==> src/verilog/uar_pkg.sv <==
// Purpose: shared constants and types of the serial receive block
// Assumes: 32-bit avalon-mm slave, byte addresses, one word per register
// Notes:   registers are at most eight bits wide, in the low byte lane
package uar_pkg;
  // ==========================================================
  // register offsets (byte addresses)
  localparam logic [5:0] UAR_ADDR_STA  = 6'h00; // status/control
  localparam logic [5:0] UAR_ADDR_DATA = 6'h04; // receive data
  localparam logic [5:0] UAR_ADDR_BRGL = 6'h08; // divisor low
  localparam logic [5:0] UAR_ADDR_HIGH_SPEED_BAUD_SELECT = 6'h0C; // divisor high
  localparam logic [5:0] UAR_ADDR_BCON = 6'h10; // baud control
  localparam logic [5:0] UAR_ADDR_IST  = 6'h14; // sticky status
  localparam logic [5:0] UAR_ADDR_ICLR = 6'h18; // write-one clear
  localparam logic [5:0] UAR_ADDR_IEN  = 6'h1C; // event enable
  localparam logic [5:0] UAR_ADDR_ICON = 6'h20; // interrupt control
  // ==========================================================
  // field positions
  localparam int UAR_STA_SERIAL_PORT_ENABLE  = 7;
  localparam int UAR_STA_RX9   = 6;
  localparam int UAR_STA_SYNC  = 5;
  localparam int UAR_STA_CONTINUOUS_RECEIVE_ENABLE  = 4;
  localparam int UAR_STA_ADDRESS_DETECT_ENABLE = 3;
  localparam int UAR_STA_FRAMING_ERROR_FLAG  = 2;
  localparam int UAR_STA_OVERRUN_ERROR_FLAG  = 1;
  localparam int UAR_STA_BIT9  = 0;
  localparam int UAR_BCON_WIDE = 3;
  localparam int UAR_BCON_HSPD = 2;
  localparam int UAR_BCON_WUE  = 1;
  localparam int UAR_BCON_ABD  = 0;
  localparam int UAR_ICON_RECEIVE_IRQ_ENABLE = 0;
  localparam int UAR_ICON_PERIPHERAL_INTERRUPT_ENABLE = 1;
  localparam int UAR_ICON_GIE  = 2;
  localparam int UAR_EV_CHAR   = 0;
  localparam int UAR_EV_FRAMING_ERROR_FLAG   = 1;
  localparam int UAR_EV_OVERRUN_ERROR_FLAG   = 2;
  localparam int UAR_EV_WAKE   = 3;
  // ==========================================================
  // reset values and timing counts
  localparam logic [7:0]  UAR_RST_BYTE   = 8'h00;
  localparam logic [31:0] UAR_RD_UNMAP   = 32'h0000_0000;
  localparam logic [6:0]  UAR_TPB_SLOW   = 7'h40; // 64 ticks per bit
  localparam logic [6:0]  UAR_TPB_MID    = 7'h10; // 16 ticks per bit
  localparam logic [6:0]  UAR_TPB_FAST   = 7'h04; // 4 ticks per bit
  // ==========================================================
  // types
  typedef struct packed {
    logic       framing_error_flag;
    logic       bit9;
    logic [7:0] data;
  } uar_char_t;
  typedef enum logic [4:0] {
    UAR_RX_IDLE  = 5'b00001,
    UAR_RX_START = 5'b00010,
    UAR_RX_DATA  = 5'b00100,
    UAR_RX_STOP  = 5'b01000,
    UAR_RX_BRK   = 5'b10000
  } uar_rx_state_t;
  typedef enum logic [2:0] {
    UAR_WK_OFF  = 3'b001,
    UAR_WK_FALL = 3'b010,
    UAR_WK_RISE = 3'b100
  } uar_wk_state_t;
endpackage : uar_pkg

==> src/verilog/uar_receiver.sv <==
// Purpose: asynchronous serial receiver with avalon-mm registers
// Assumes: rx_pin synchronous to clock; clock 40 MHz
// Notes:   one-character receive buffer behind the shift register
module uar_receiver import uar_pkg::*; (
  input  wire logic        clock,
  input  wire logic        rstn,
  input  wire logic [5:0]  avs_address,
  input  wire logic        avs_read,
  input  wire logic        avs_write,
  input  wire logic [31:0] avs_writedata,
  input  wire logic [3:0]  avs_byteenable,
  output logic [31:0]      avs_readdata,
  output logic             avs_waitrequest,
  input  wire logic        receive_data_pin,
  output logic             irq,
  output logic             receive_irq
);
  // ==========================================================
  // reset release
  logic [1:0] rst_q;
  logic       rst_n;
  // two-flop release of the asynchronous reset
  always_ff @(posedge clock or negedge rstn) begin
    if (!rstn) rst_q <= 2'b00;
    else       rst_q <= {rst_q[0], 1'b1};
  end
  assign rst_n = rst_q[1];

  // ==========================================================
  // state
  logic [7:0]    sta;         // software control bits only
  logic [7:0]    baud_divisor_low;
  logic [7:0]    baud_divisor_high;
  logic [7:0]    bcon;
  logic [7:0]    icon;
  logic [3:0]    irq_st;
  logic [3:0]    irq_en;
  uar_char_t     rbuf;
  logic          rcv;         // receive flag
  logic          overrun_error_flag;
  logic          rx_prev;
  uar_wk_state_t wk;
  logic [7:0]    next_sta;
  logic [7:0]    next_brgl;
  logic [7:0]    next_high_speed_baud_select;
  logic [7:0]    next_bcon;
  logic [7:0]    next_icon;
  logic [3:0]    next_irq_st;
  logic [3:0]    next_irq_en;
  uar_char_t     next_rbuf;
  logic          next_rcv;
  logic          next_overrun_error_flag;
  uar_wk_state_t next_wk;
  logic          next_wait;
  logic [31:0]   next_rdata;
  logic          next_irq;
  logic          next_rirq;
  logic       tick;
  logic       rx_done;
  uar_char_t  rx_ch;
  logic       run;
  logic       char_ok;
  logic       load;
  logic       ovr_set;
  logic       wake_done;
  logic       wr;
  logic       pop;
  logic [6:0] tpb;
  logic [3:0] ev;

  // ==========================================================
  // helpers
  function automatic logic [6:0] ticks_per_bit(input logic wide,
                                               input logic hspd);
    if (wide && hspd)      ticks_per_bit = UAR_TPB_FAST;
    else if (wide || hspd) ticks_per_bit = UAR_TPB_MID;
    else                   ticks_per_bit = UAR_TPB_SLOW;
  endfunction : ticks_per_bit
  function automatic logic wr_hit(input logic       w,
                                  input logic [5:0] a,
                                  input logic [5:0] off);
    wr_hit = w && (a == off);
  endfunction : wr_hit

  // ==========================================================
  // submodules
  uar_baud_gen u_baud (
    .clock   (clock),
    .rst_n   (rst_n),
    .enable  (run),
    .wide    (bcon[UAR_BCON_WIDE]),
    .divisor ({baud_divisor_high, baud_divisor_low}),
    .tick    (tick)
  );
  uar_rx_shift u_shift (
    .clock (clock),
    .rst_n (rst_n),
    .run   (run),
    .tick  (tick),
    .rx    (receive_data_pin),
    .nine  (sta[UAR_STA_RX9]),
    .tpb   (tpb),
    .done  (rx_done),
    .ch    (rx_ch)
  );

  // ==========================================================
  // receive path decisions
  always_comb begin
    tpb = ticks_per_bit(bcon[UAR_BCON_WIDE], bcon[UAR_BCON_HSPD]);
    run = sta[UAR_STA_SERIAL_PORT_ENABLE] && !sta[UAR_STA_SYNC]
          && sta[UAR_STA_CONTINUOUS_RECEIVE_ENABLE] && (wk == UAR_WK_OFF)
          && !bcon[UAR_BCON_WUE];
    char_ok = rx_done && (!(sta[UAR_STA_RX9] && sta[UAR_STA_ADDRESS_DETECT_ENABLE])
                          || rx_ch.bit9);
    wr  = avs_write && !avs_waitrequest && avs_byteenable[0];
    pop = avs_read && !avs_waitrequest && (avs_address == UAR_ADDR_DATA);
    // overrun holds the buffer; no load until it is cleared
    load    = char_ok && !overrun_error_flag && (!rcv || pop);
    ovr_set = char_ok && !overrun_error_flag && rcv && !pop;
  end

  // ==========================================================
  // wake-up on break watcher
  always_comb begin
    next_wk   = wk;
    wake_done = 1'b0;
    case (wk)
      UAR_WK_OFF:
        if (bcon[UAR_BCON_WUE] && sta[UAR_STA_SERIAL_PORT_ENABLE])
          next_wk = UAR_WK_FALL;
      UAR_WK_FALL:
        if (rx_prev && !receive_data_pin) next_wk = UAR_WK_RISE;
      UAR_WK_RISE:
        if (!rx_prev && receive_data_pin) begin
          wake_done = 1'b1;
          next_wk   = UAR_WK_OFF;
        end
      default: next_wk = UAR_WK_OFF;
    endcase
    if (!bcon[UAR_BCON_WUE] || !sta[UAR_STA_SERIAL_PORT_ENABLE]) begin
      next_wk   = UAR_WK_OFF;
      wake_done = 1'b0;
    end
  end

  // ==========================================================
  // buffer, flags and control registers
  always_comb begin
    next_sta  = sta;
    next_brgl = baud_divisor_low;
    next_high_speed_baud_select = baud_divisor_high;
    next_bcon = bcon;
    next_icon = icon;
    next_irq_en = irq_en;
    next_rbuf = rbuf;
    if (wr_hit(wr, avs_address, UAR_ADDR_STA)) begin
      next_sta = avs_writedata[7:0];
      next_sta[UAR_STA_FRAMING_ERROR_FLAG] = 1'b0;
      next_sta[UAR_STA_OVERRUN_ERROR_FLAG] = 1'b0;
      next_sta[UAR_STA_BIT9] = 1'b0;
    end
    if (wr_hit(wr, avs_address, UAR_ADDR_BRGL))
      next_brgl = avs_writedata[7:0];
    if (wr_hit(wr, avs_address, UAR_ADDR_HIGH_SPEED_BAUD_SELECT))
      next_high_speed_baud_select = avs_writedata[7:0];
    if (wake_done) next_bcon[UAR_BCON_WUE] = 1'b0;
    if (wr_hit(wr, avs_address, UAR_ADDR_BCON))
      next_bcon = {4'h0, avs_writedata[3:0]};
    if (wr_hit(wr, avs_address, UAR_ADDR_ICON))
      next_icon = {5'h00, avs_writedata[2:0]};
    if (wr_hit(wr, avs_address, UAR_ADDR_IEN))
      next_irq_en = avs_writedata[3:0];
    if (load) begin
      next_rbuf = rx_ch;
      // ninth bit reads one in address mode
      next_rbuf.bit9 = rx_ch.bit9 | sta[UAR_STA_ADDRESS_DETECT_ENABLE];
    end else if (wake_done) begin
      next_rbuf = '0;
    end
    // set wins over the clear by reading
    next_rcv = load || wake_done || (rcv && !pop);
    // overrun cleared only by dropping enable
    next_overrun_error_flag = sta[UAR_STA_CONTINUOUS_RECEIVE_ENABLE] && (overrun_error_flag || ovr_set);
    // sticky events, set wins over write-one clear
    ev = '0;
    ev[UAR_EV_CHAR] = load || wake_done;
    ev[UAR_EV_FRAMING_ERROR_FLAG] = load && rx_ch.framing_error_flag;
    ev[UAR_EV_OVERRUN_ERROR_FLAG] = ovr_set;
    ev[UAR_EV_WAKE] = wake_done;
    next_irq_st = irq_st;
    if (wr_hit(wr, avs_address, UAR_ADDR_ICLR))
      next_irq_st = irq_st & ~avs_writedata[3:0];
    next_irq_st = next_irq_st | ev;
    next_irq = |(irq_st & irq_en);
    next_rirq = rcv && icon[UAR_ICON_RECEIVE_IRQ_ENABLE] && icon[UAR_ICON_PERIPHERAL_INTERRUPT_ENABLE]
                && icon[UAR_ICON_GIE];
  end

  // ==========================================================
  // avalon slave: one wait state, read data registered
  always_comb begin
    next_wait  = !((avs_read || avs_write) && avs_waitrequest);
    next_rdata = avs_readdata;
    if (avs_read && avs_waitrequest) begin
      next_rdata = UAR_RD_UNMAP;
      case (avs_address)
        UAR_ADDR_STA: begin
          next_rdata[7:0] = sta;
          next_rdata[UAR_STA_FRAMING_ERROR_FLAG] = rbuf.framing_error_flag;
          next_rdata[UAR_STA_OVERRUN_ERROR_FLAG] = overrun_error_flag;
          next_rdata[UAR_STA_BIT9] = rbuf.bit9;
        end
        // low byte of the buffered character
        UAR_ADDR_DATA: next_rdata[7:0] = rbuf.data;
        UAR_ADDR_BRGL: next_rdata[7:0] = baud_divisor_low;
        UAR_ADDR_HIGH_SPEED_BAUD_SELECT: next_rdata[7:0] = baud_divisor_high;
        UAR_ADDR_BCON: next_rdata[7:0] = bcon;
        UAR_ADDR_IST:  next_rdata[3:0] = irq_st;
        UAR_ADDR_IEN:  next_rdata[3:0] = irq_en;
        UAR_ADDR_ICON: next_rdata[7:0] = icon;
        default:       next_rdata = UAR_RD_UNMAP;
      endcase
    end
  end
  // all registers of the block except the reset release pair
  always_ff @(posedge clock or negedge rst_n) begin
    if (!rst_n) begin
      sta               <= UAR_RST_BYTE;
      baud_divisor_low  <= UAR_RST_BYTE;
      baud_divisor_high <= UAR_RST_BYTE;
      bcon              <= UAR_RST_BYTE;
      icon              <= UAR_RST_BYTE;
      irq_st            <= 4'h0;
      irq_en            <= 4'h0;
      rbuf              <= '0;
      rcv               <= 1'b0;
      overrun_error_flag              <= 1'b0;
      rx_prev           <= 1'b1;
      wk                <= UAR_WK_OFF;
      avs_waitrequest   <= 1'b1;
      avs_readdata      <= UAR_RD_UNMAP;
      irq               <= 1'b0;
      receive_irq       <= 1'b0;
    end else begin
      sta               <= next_sta;
      baud_divisor_low  <= next_brgl;
      baud_divisor_high <= next_high_speed_baud_select;
      bcon              <= next_bcon;
      icon              <= next_icon;
      irq_st            <= next_irq_st;
      irq_en            <= next_irq_en;
      rbuf              <= next_rbuf;
      rcv               <= next_rcv;
      overrun_error_flag              <= next_overrun_error_flag;
      rx_prev           <= receive_data_pin;
      wk                <= next_wk;
      avs_waitrequest   <= next_wait;
      avs_readdata      <= next_rdata;
      irq               <= next_irq;
      receive_irq       <= next_rirq;
    end
  end
endmodule : uar_receiver

==> src/verilog/uar_baud_gen.sv <==
// Purpose: sample tick generator from the sixteen-bit divisor
// Assumes: divisor is stable while the receiver runs
// Notes:   one tick every divisor+1 clocks in wide mode, low divisor byte+1 in narrow mode
module uar_baud_gen import uar_pkg::*; (
  input  wire logic        clock,
  input  wire logic        rst_n,
  input  wire logic        enable,
  input  wire logic        wide,
  input  wire logic [15:0] divisor,
  output logic             tick
);
  logic [15:0] cnt;
  logic [15:0] next_cnt;
  logic        next_tick;
  logic [15:0] reload;

  // ==========================================================
  // narrow mode uses only the low divisor byte
  always_comb begin
    reload    = wide ? divisor : {8'h00, divisor[7:0]};
    next_tick = 1'b0;
    next_cnt  = cnt;
    if (!enable) begin
      next_cnt = reload;
    end else if (cnt == 16'h0000) begin
      next_tick = 1'b1;
      next_cnt  = reload;
    end else begin
      next_cnt = cnt - 16'h0001;
    end
  end

  // counter and tick registers
  always_ff @(posedge clock or negedge rst_n) begin
    if (!rst_n) begin
      cnt  <= 16'h0000;
      tick <= 1'b0;
    end else begin
      cnt  <= next_cnt;
      tick <= next_tick;
    end
  end
endmodule : uar_baud_gen

==> src/verilog/uar_rx_shift.sv <==
// Purpose: receive shift register, start/data/stop framing
// Assumes: rx is synchronous to clock, idle high
// Notes:   samples once per bit at the bit centre
module uar_rx_shift import uar_pkg::*; (
  input  wire logic       clock,
  input  wire logic       rst_n,
  input  wire logic       run,
  input  wire logic       tick,
  input  wire logic       rx,
  input  wire logic       nine,
  input  wire logic [6:0] tpb,
  output logic            done,
  output uar_char_t       ch
);
  uar_rx_state_t state;
  uar_rx_state_t next_state;
  logic [6:0]    cnt;
  logic [6:0]    next_cnt;
  logic [3:0]    nbit;
  logic [3:0]    next_nbit;
  logic [8:0]    sh;
  logic [8:0]    next_sh;
  logic          next_done;
  uar_char_t     next_ch;

  // ==========================================================
  // framing state machine
  always_comb begin
    next_state = state;
    next_cnt   = cnt;
    next_nbit  = nbit;
    next_sh    = sh;
    next_done  = 1'b0;
    next_ch    = ch;
    case (state)
      UAR_RX_IDLE: begin
        next_cnt  = 7'h00;
        next_nbit = 4'h0;
        if (!rx) next_state = UAR_RX_START;
      end
      UAR_RX_START: if (tick) begin
        // half a bit to the start bit centre
        next_cnt = cnt + 7'h01;
        if (cnt == ((tpb >> 1) - 7'h01)) begin
          next_cnt   = 7'h00;
          next_state = rx ? UAR_RX_IDLE : UAR_RX_DATA;
        end
      end
      UAR_RX_DATA: if (tick) begin
        next_cnt = cnt + 7'h01;
        if (cnt == tpb - 7'h01) begin
          next_cnt  = 7'h00;
          next_sh   = {rx, sh[8:1]};
          next_nbit = nbit + 4'h1;
          if (next_nbit == (nine ? 4'h9 : 4'h8))
            next_state = UAR_RX_STOP;
        end
      end
      UAR_RX_STOP: if (tick) begin
        next_cnt = cnt + 7'h01;
        if (cnt == tpb - 7'h01) begin
          next_done    = 1'b1;
          next_ch.data = nine ? sh[7:0] : sh[8:1];
          next_ch.bit9 = nine & sh[8];
          next_ch.framing_error_flag = !rx;
          // a break holds the line low; wait for it to rise
          next_state   = rx ? UAR_RX_IDLE : UAR_RX_BRK;
        end
      end
      UAR_RX_BRK: if (rx) next_state = UAR_RX_IDLE;
      default: next_state = UAR_RX_IDLE;
    endcase
    if (!run) begin
      next_state = UAR_RX_IDLE;
      next_done  = 1'b0;
    end
  end

  // framing registers
  always_ff @(posedge clock or negedge rst_n) begin
    if (!rst_n) begin
      state <= UAR_RX_IDLE;
      cnt   <= 7'h00;
      nbit  <= 4'h0;
      sh    <= 9'h000;
      done  <= 1'b0;
      ch    <= '0;
    end else begin
      state <= next_state;
      cnt   <= next_cnt;
      nbit  <= next_nbit;
      sh    <= next_sh;
      done  <= next_done;
      ch    <= next_ch;
    end
  end
endmodule : uar_rx_shift

==> config.mk <==
export PLATFORM = sky130hd
export DESIGN_NAME = uar_receiver
export DESIGN_NICKNAME = d
export VERILOG_FILES = /design/src/verilog/uar_pkg.sv /design/src/verilog/uar_receiver.sv /design/src/verilog/uar_baud_gen.sv /design/src/verilog/uar_rx_shift.sv
export SDC_FILE = /design/constraint.sdc
export NUM_CORES = 1
export LEC_CHECK = 0
export ABC_AREA = 0
export BUFFER_PORTS_ARGS = -buffer_cell sky130_fd_sc_hd__buf_2
export CORE_MARGIN = 2
export CORE_UTILIZATION = 62
export DETAILED_ROUTE_END_ITERATION = 12
export PLACE_DENSITY = 0.85
export SYNTH_ARGS = -nofsm -noshare
export SYNTH_HDL_FRONTEND = slang
export SYNTH_SLANG_ARGS = --single-unit
==> constraint.sdc <==
create_clock -name clock -period 10.6 [get_ports clock]
set_input_delay 1.59 -clock clock [delete_from_list [all_inputs] [get_ports clock]]
set_output_delay 1.59 -clock clock [all_outputs]
set_load 0.05 [all_outputs]
==> flow_summary.json <==
{
  "status": "finished, final reports clean",
  "antenna_found_initial": 0,
  "htreeDepth": 4,
  "stdcell_area_sq_um": 6802,
  "finalCritPeriodShare": 0.3232,
  "fin_ws_ns": 7.174,
  "place_congestion": 1.078,
  "yosys.area_share.simple": 0.1768,
  "yosys_warnings": 0,
  "synth_area_leaders": "dfrtp_1 47%, mux2_2 8.2%, nand2_1 4.8%, o21ai_0 4.5%, buf_4 3.0%",
  "nFillCells": 683,
  "fin_setup_tns_ns": 0,
  "clock_latency_ns": 0.52,
  "area_delta_synth_final_pct": 12.17,
  "ys_seq_area_frac": 0.4878,
  "vias": 4742,
  "core-area_sq_um": 9639,
  "drive_gt1_frac": 0.2028,
  "layout_common_cells": "113 x dfrtp_1, 78 x nand2_1, 54 x o21ai_0",
  "path_delay_family": "simple AND/OR/NAND/NOR gates",
  "grt_overflow": 0,
  "dp_slack_ns": 6.695,
  "synth_top_area_share": 0.4705,
  "port_buffers": 30,
  "finalSetupViolCount": 0,
  "clk_pin_slew_ns": 0.06,
  "async_reset_ff_frac": 1.000,
  "nets": 674,
  "clkSinkCount": 118,
  "final_common_cell": "dfrtp_1",
  "fin_total_pwr_mw": 1.139,
  "die_area_sq_um": 10590,
  "cts_max_path_buffers": 2,
  "cap_violations": 0,
  "synthesis.area_sq_um": 6063,
  "ant_nets": 0,
  "min_period_ns": 3.426,
  "cpPeakStageDelay_ns": 0.69,
  "routed_wl_um": 14130,
  "path_cells": "buf_2 > or4b_1 > nor3_2 > nand3b_1 > a21oi_2 > nor2_1 > a22o_1",
  "start_util": 0.6290,
  "dpl.hpwl_um": 9516,
  "cp_data_arrival_time_ns": 3.84,
  "viasPerCell": 6.166,
  "slew_headroom": 0.3082,
  "critPathKind": "in2reg",
  "p_leak_nw": 3.118,
  "ys.flop_type": "dfrtp_1",
  "r2r-start": "u_baud.cnt[2]",
  "cp_max_fo": 22,
  "yosysTopAreaCell": "dfrtp_1",
  "ctsResizeCount": 0,
  "root_buffer": "clkbuf_8",
  "whs_ns": 0.2605,
  "placed_area_sq_um": 6203,
  "syn_area_per_cell_sq_um": 10.16,
  "drt_drc_violations_left": 0,
  "cp_slowest_cell": "a21oi_2",
  "crit_buf_inv": 1,
  "fp.dieH_um": 102.9,
  "fmax_mhz": 291.9,
  "tightest_slew_ns": 1.038,
  "wl_met3_um": 946,
  "r2r_slack_ns": 7.97,
  "final_hold_viol_count": 0,
  "die_w_um": 102.9,
  "post_drt_wl_per_cell_um": 18.38,
  "track_usage": 0.2879,
  "top_layer": "met4",
  "first_pass_iters": 6,
  "cp-end-kind": "register",
  "crit_required_ns": 11.01,
  "synth-compound-area-share": 0.1434,
  "synth_edf_count": 0,
  "fp-row-count": 36,
  "cts_tree": "built",
  "slew_violations": 0,
  "dr_wl_met2_um": 7112,
  "cts_setup_buffers": 0,
  "cts_buffers": 17,
  "ys_ff_latch": 118,
  "cts_hold_buf": 0,
  "grt_pass1_wl_um": 23260,
  "hp-class": "reg2async",
  "clock_skew_ns": 0.007244,
  "rsz0062_at_grt": "no",
  "postSynthCellCount": 597,
  "io_pins": 82,
  "instances_no_fill": 769,
  "worstRegToRegCells": 5,
  "grt_max_degree": 86,
  "drt_iter0_drc": 392,
  "wl_met1_um": 5659,
  "synthAdderAreaFrac": 0.008254,
  "antenna_cells": 0,
  "synthMuxAreaShare": 0.1065,
  "powerDensity_nw_per_um2": 167.5,
  "start_kind": "input pin",
  "dp.cells": 737,
  "synthXorXnorAreaFrac": 0.02456,
  "ir_drop_mv": 0.1216,
  "synth_top_family_by_area": "simple AND/OR/NAND/NOR gates",
  "first_global_vias": 4668,
  "netlist-cell-type-count": 64,
  "utilization": 0.7056,
  "rr_endpoint": "u_baud.cnt[11]"
}
==> synthesized netlist by cell type (7+ instances only) <==
library cell / count
nand2_1: 78
mux2_2: 44
dfrtp_1: 114
buf_4: 24
nand3_1: 18
a21o_1: 7
nor2_1: 29
o21ai_0: 54
xor2_1: 7
nor3_1: 15
clkbuf_1: 18
mux2i_1: 15
nand2b_1: 12
xnor2_1: 10
a21oi_1: 13
a22oi_1: 13
==> flip-flops by register name, indices dropped and copies added, names as in the netlist, 4 cells and up <==
signal             flops
baud_divisor_low       8
u_shift.ch            10
u_baud.cnt            16
u_shift.cnt            7
bcon                   4
sta                    5
u_shift.sh             9
irq_st                 4
avs_readdata           8
u_shift.nbit           4
rbuf                  10
irq_en                 4
baud_divisor_high      8
u_shift.state          5
==> worst max path at each step <==
stage                         from               to  slack, ns  depth (start not counted)
floorplan                 rst_q[1]  avs_readdata[0]       7.08                          0
CTS                 avs_address[3]          rbuf[9]       7.22                          7
global route        avs_address[3]          rbuf[9]       6.99                          7
global placement    avs_address[3]          rbuf[9]       6.74                          7
detailed placement  avs_address[3]          rbuf[9]       6.69                          7
finish              avs_address[3]          rbuf[9]       7.17                          7
==> cells by family after synthesis <==
logic type      count (synthesis)
other cells                     2
xor+xnor                       17
buf+inv                        55
compound gates                132
mux                            59
flops                         118
fa+ha+maj                       4
simple gates                  210
==> metal layers <==
metal	vias to the layer above	global-route usage
met5	-	0
met4	0	0.1215
met3	49	0.05898
met2	211	0.4830
met1	2323	0.3652
li1	2159	-
==> report_power, final <==
group / switching [mW] / internal [mW]
Clock: 0.216 / 0.357
Combinational: 0.0624 / 0.0284
Sequential: 0.0143 / 0.461
==> cell type report <==
type / count / area, sq um / share of cell area
well taps: 133 / 166.4 / 0.02447
clock buffers: 20 / 455.4 / 0.06696
flip-flops and latches: 118 / 2962 / 0.4354
inverters: 6 / 22.52 / 0.003311
clock inverters: 12 / 142.6 / 0.02097
multi-input cells: 447 / 2880 / 0.4235
repair buffers: 33 / 172.7 / 0.02539
(Power assumes the default switching activity.)
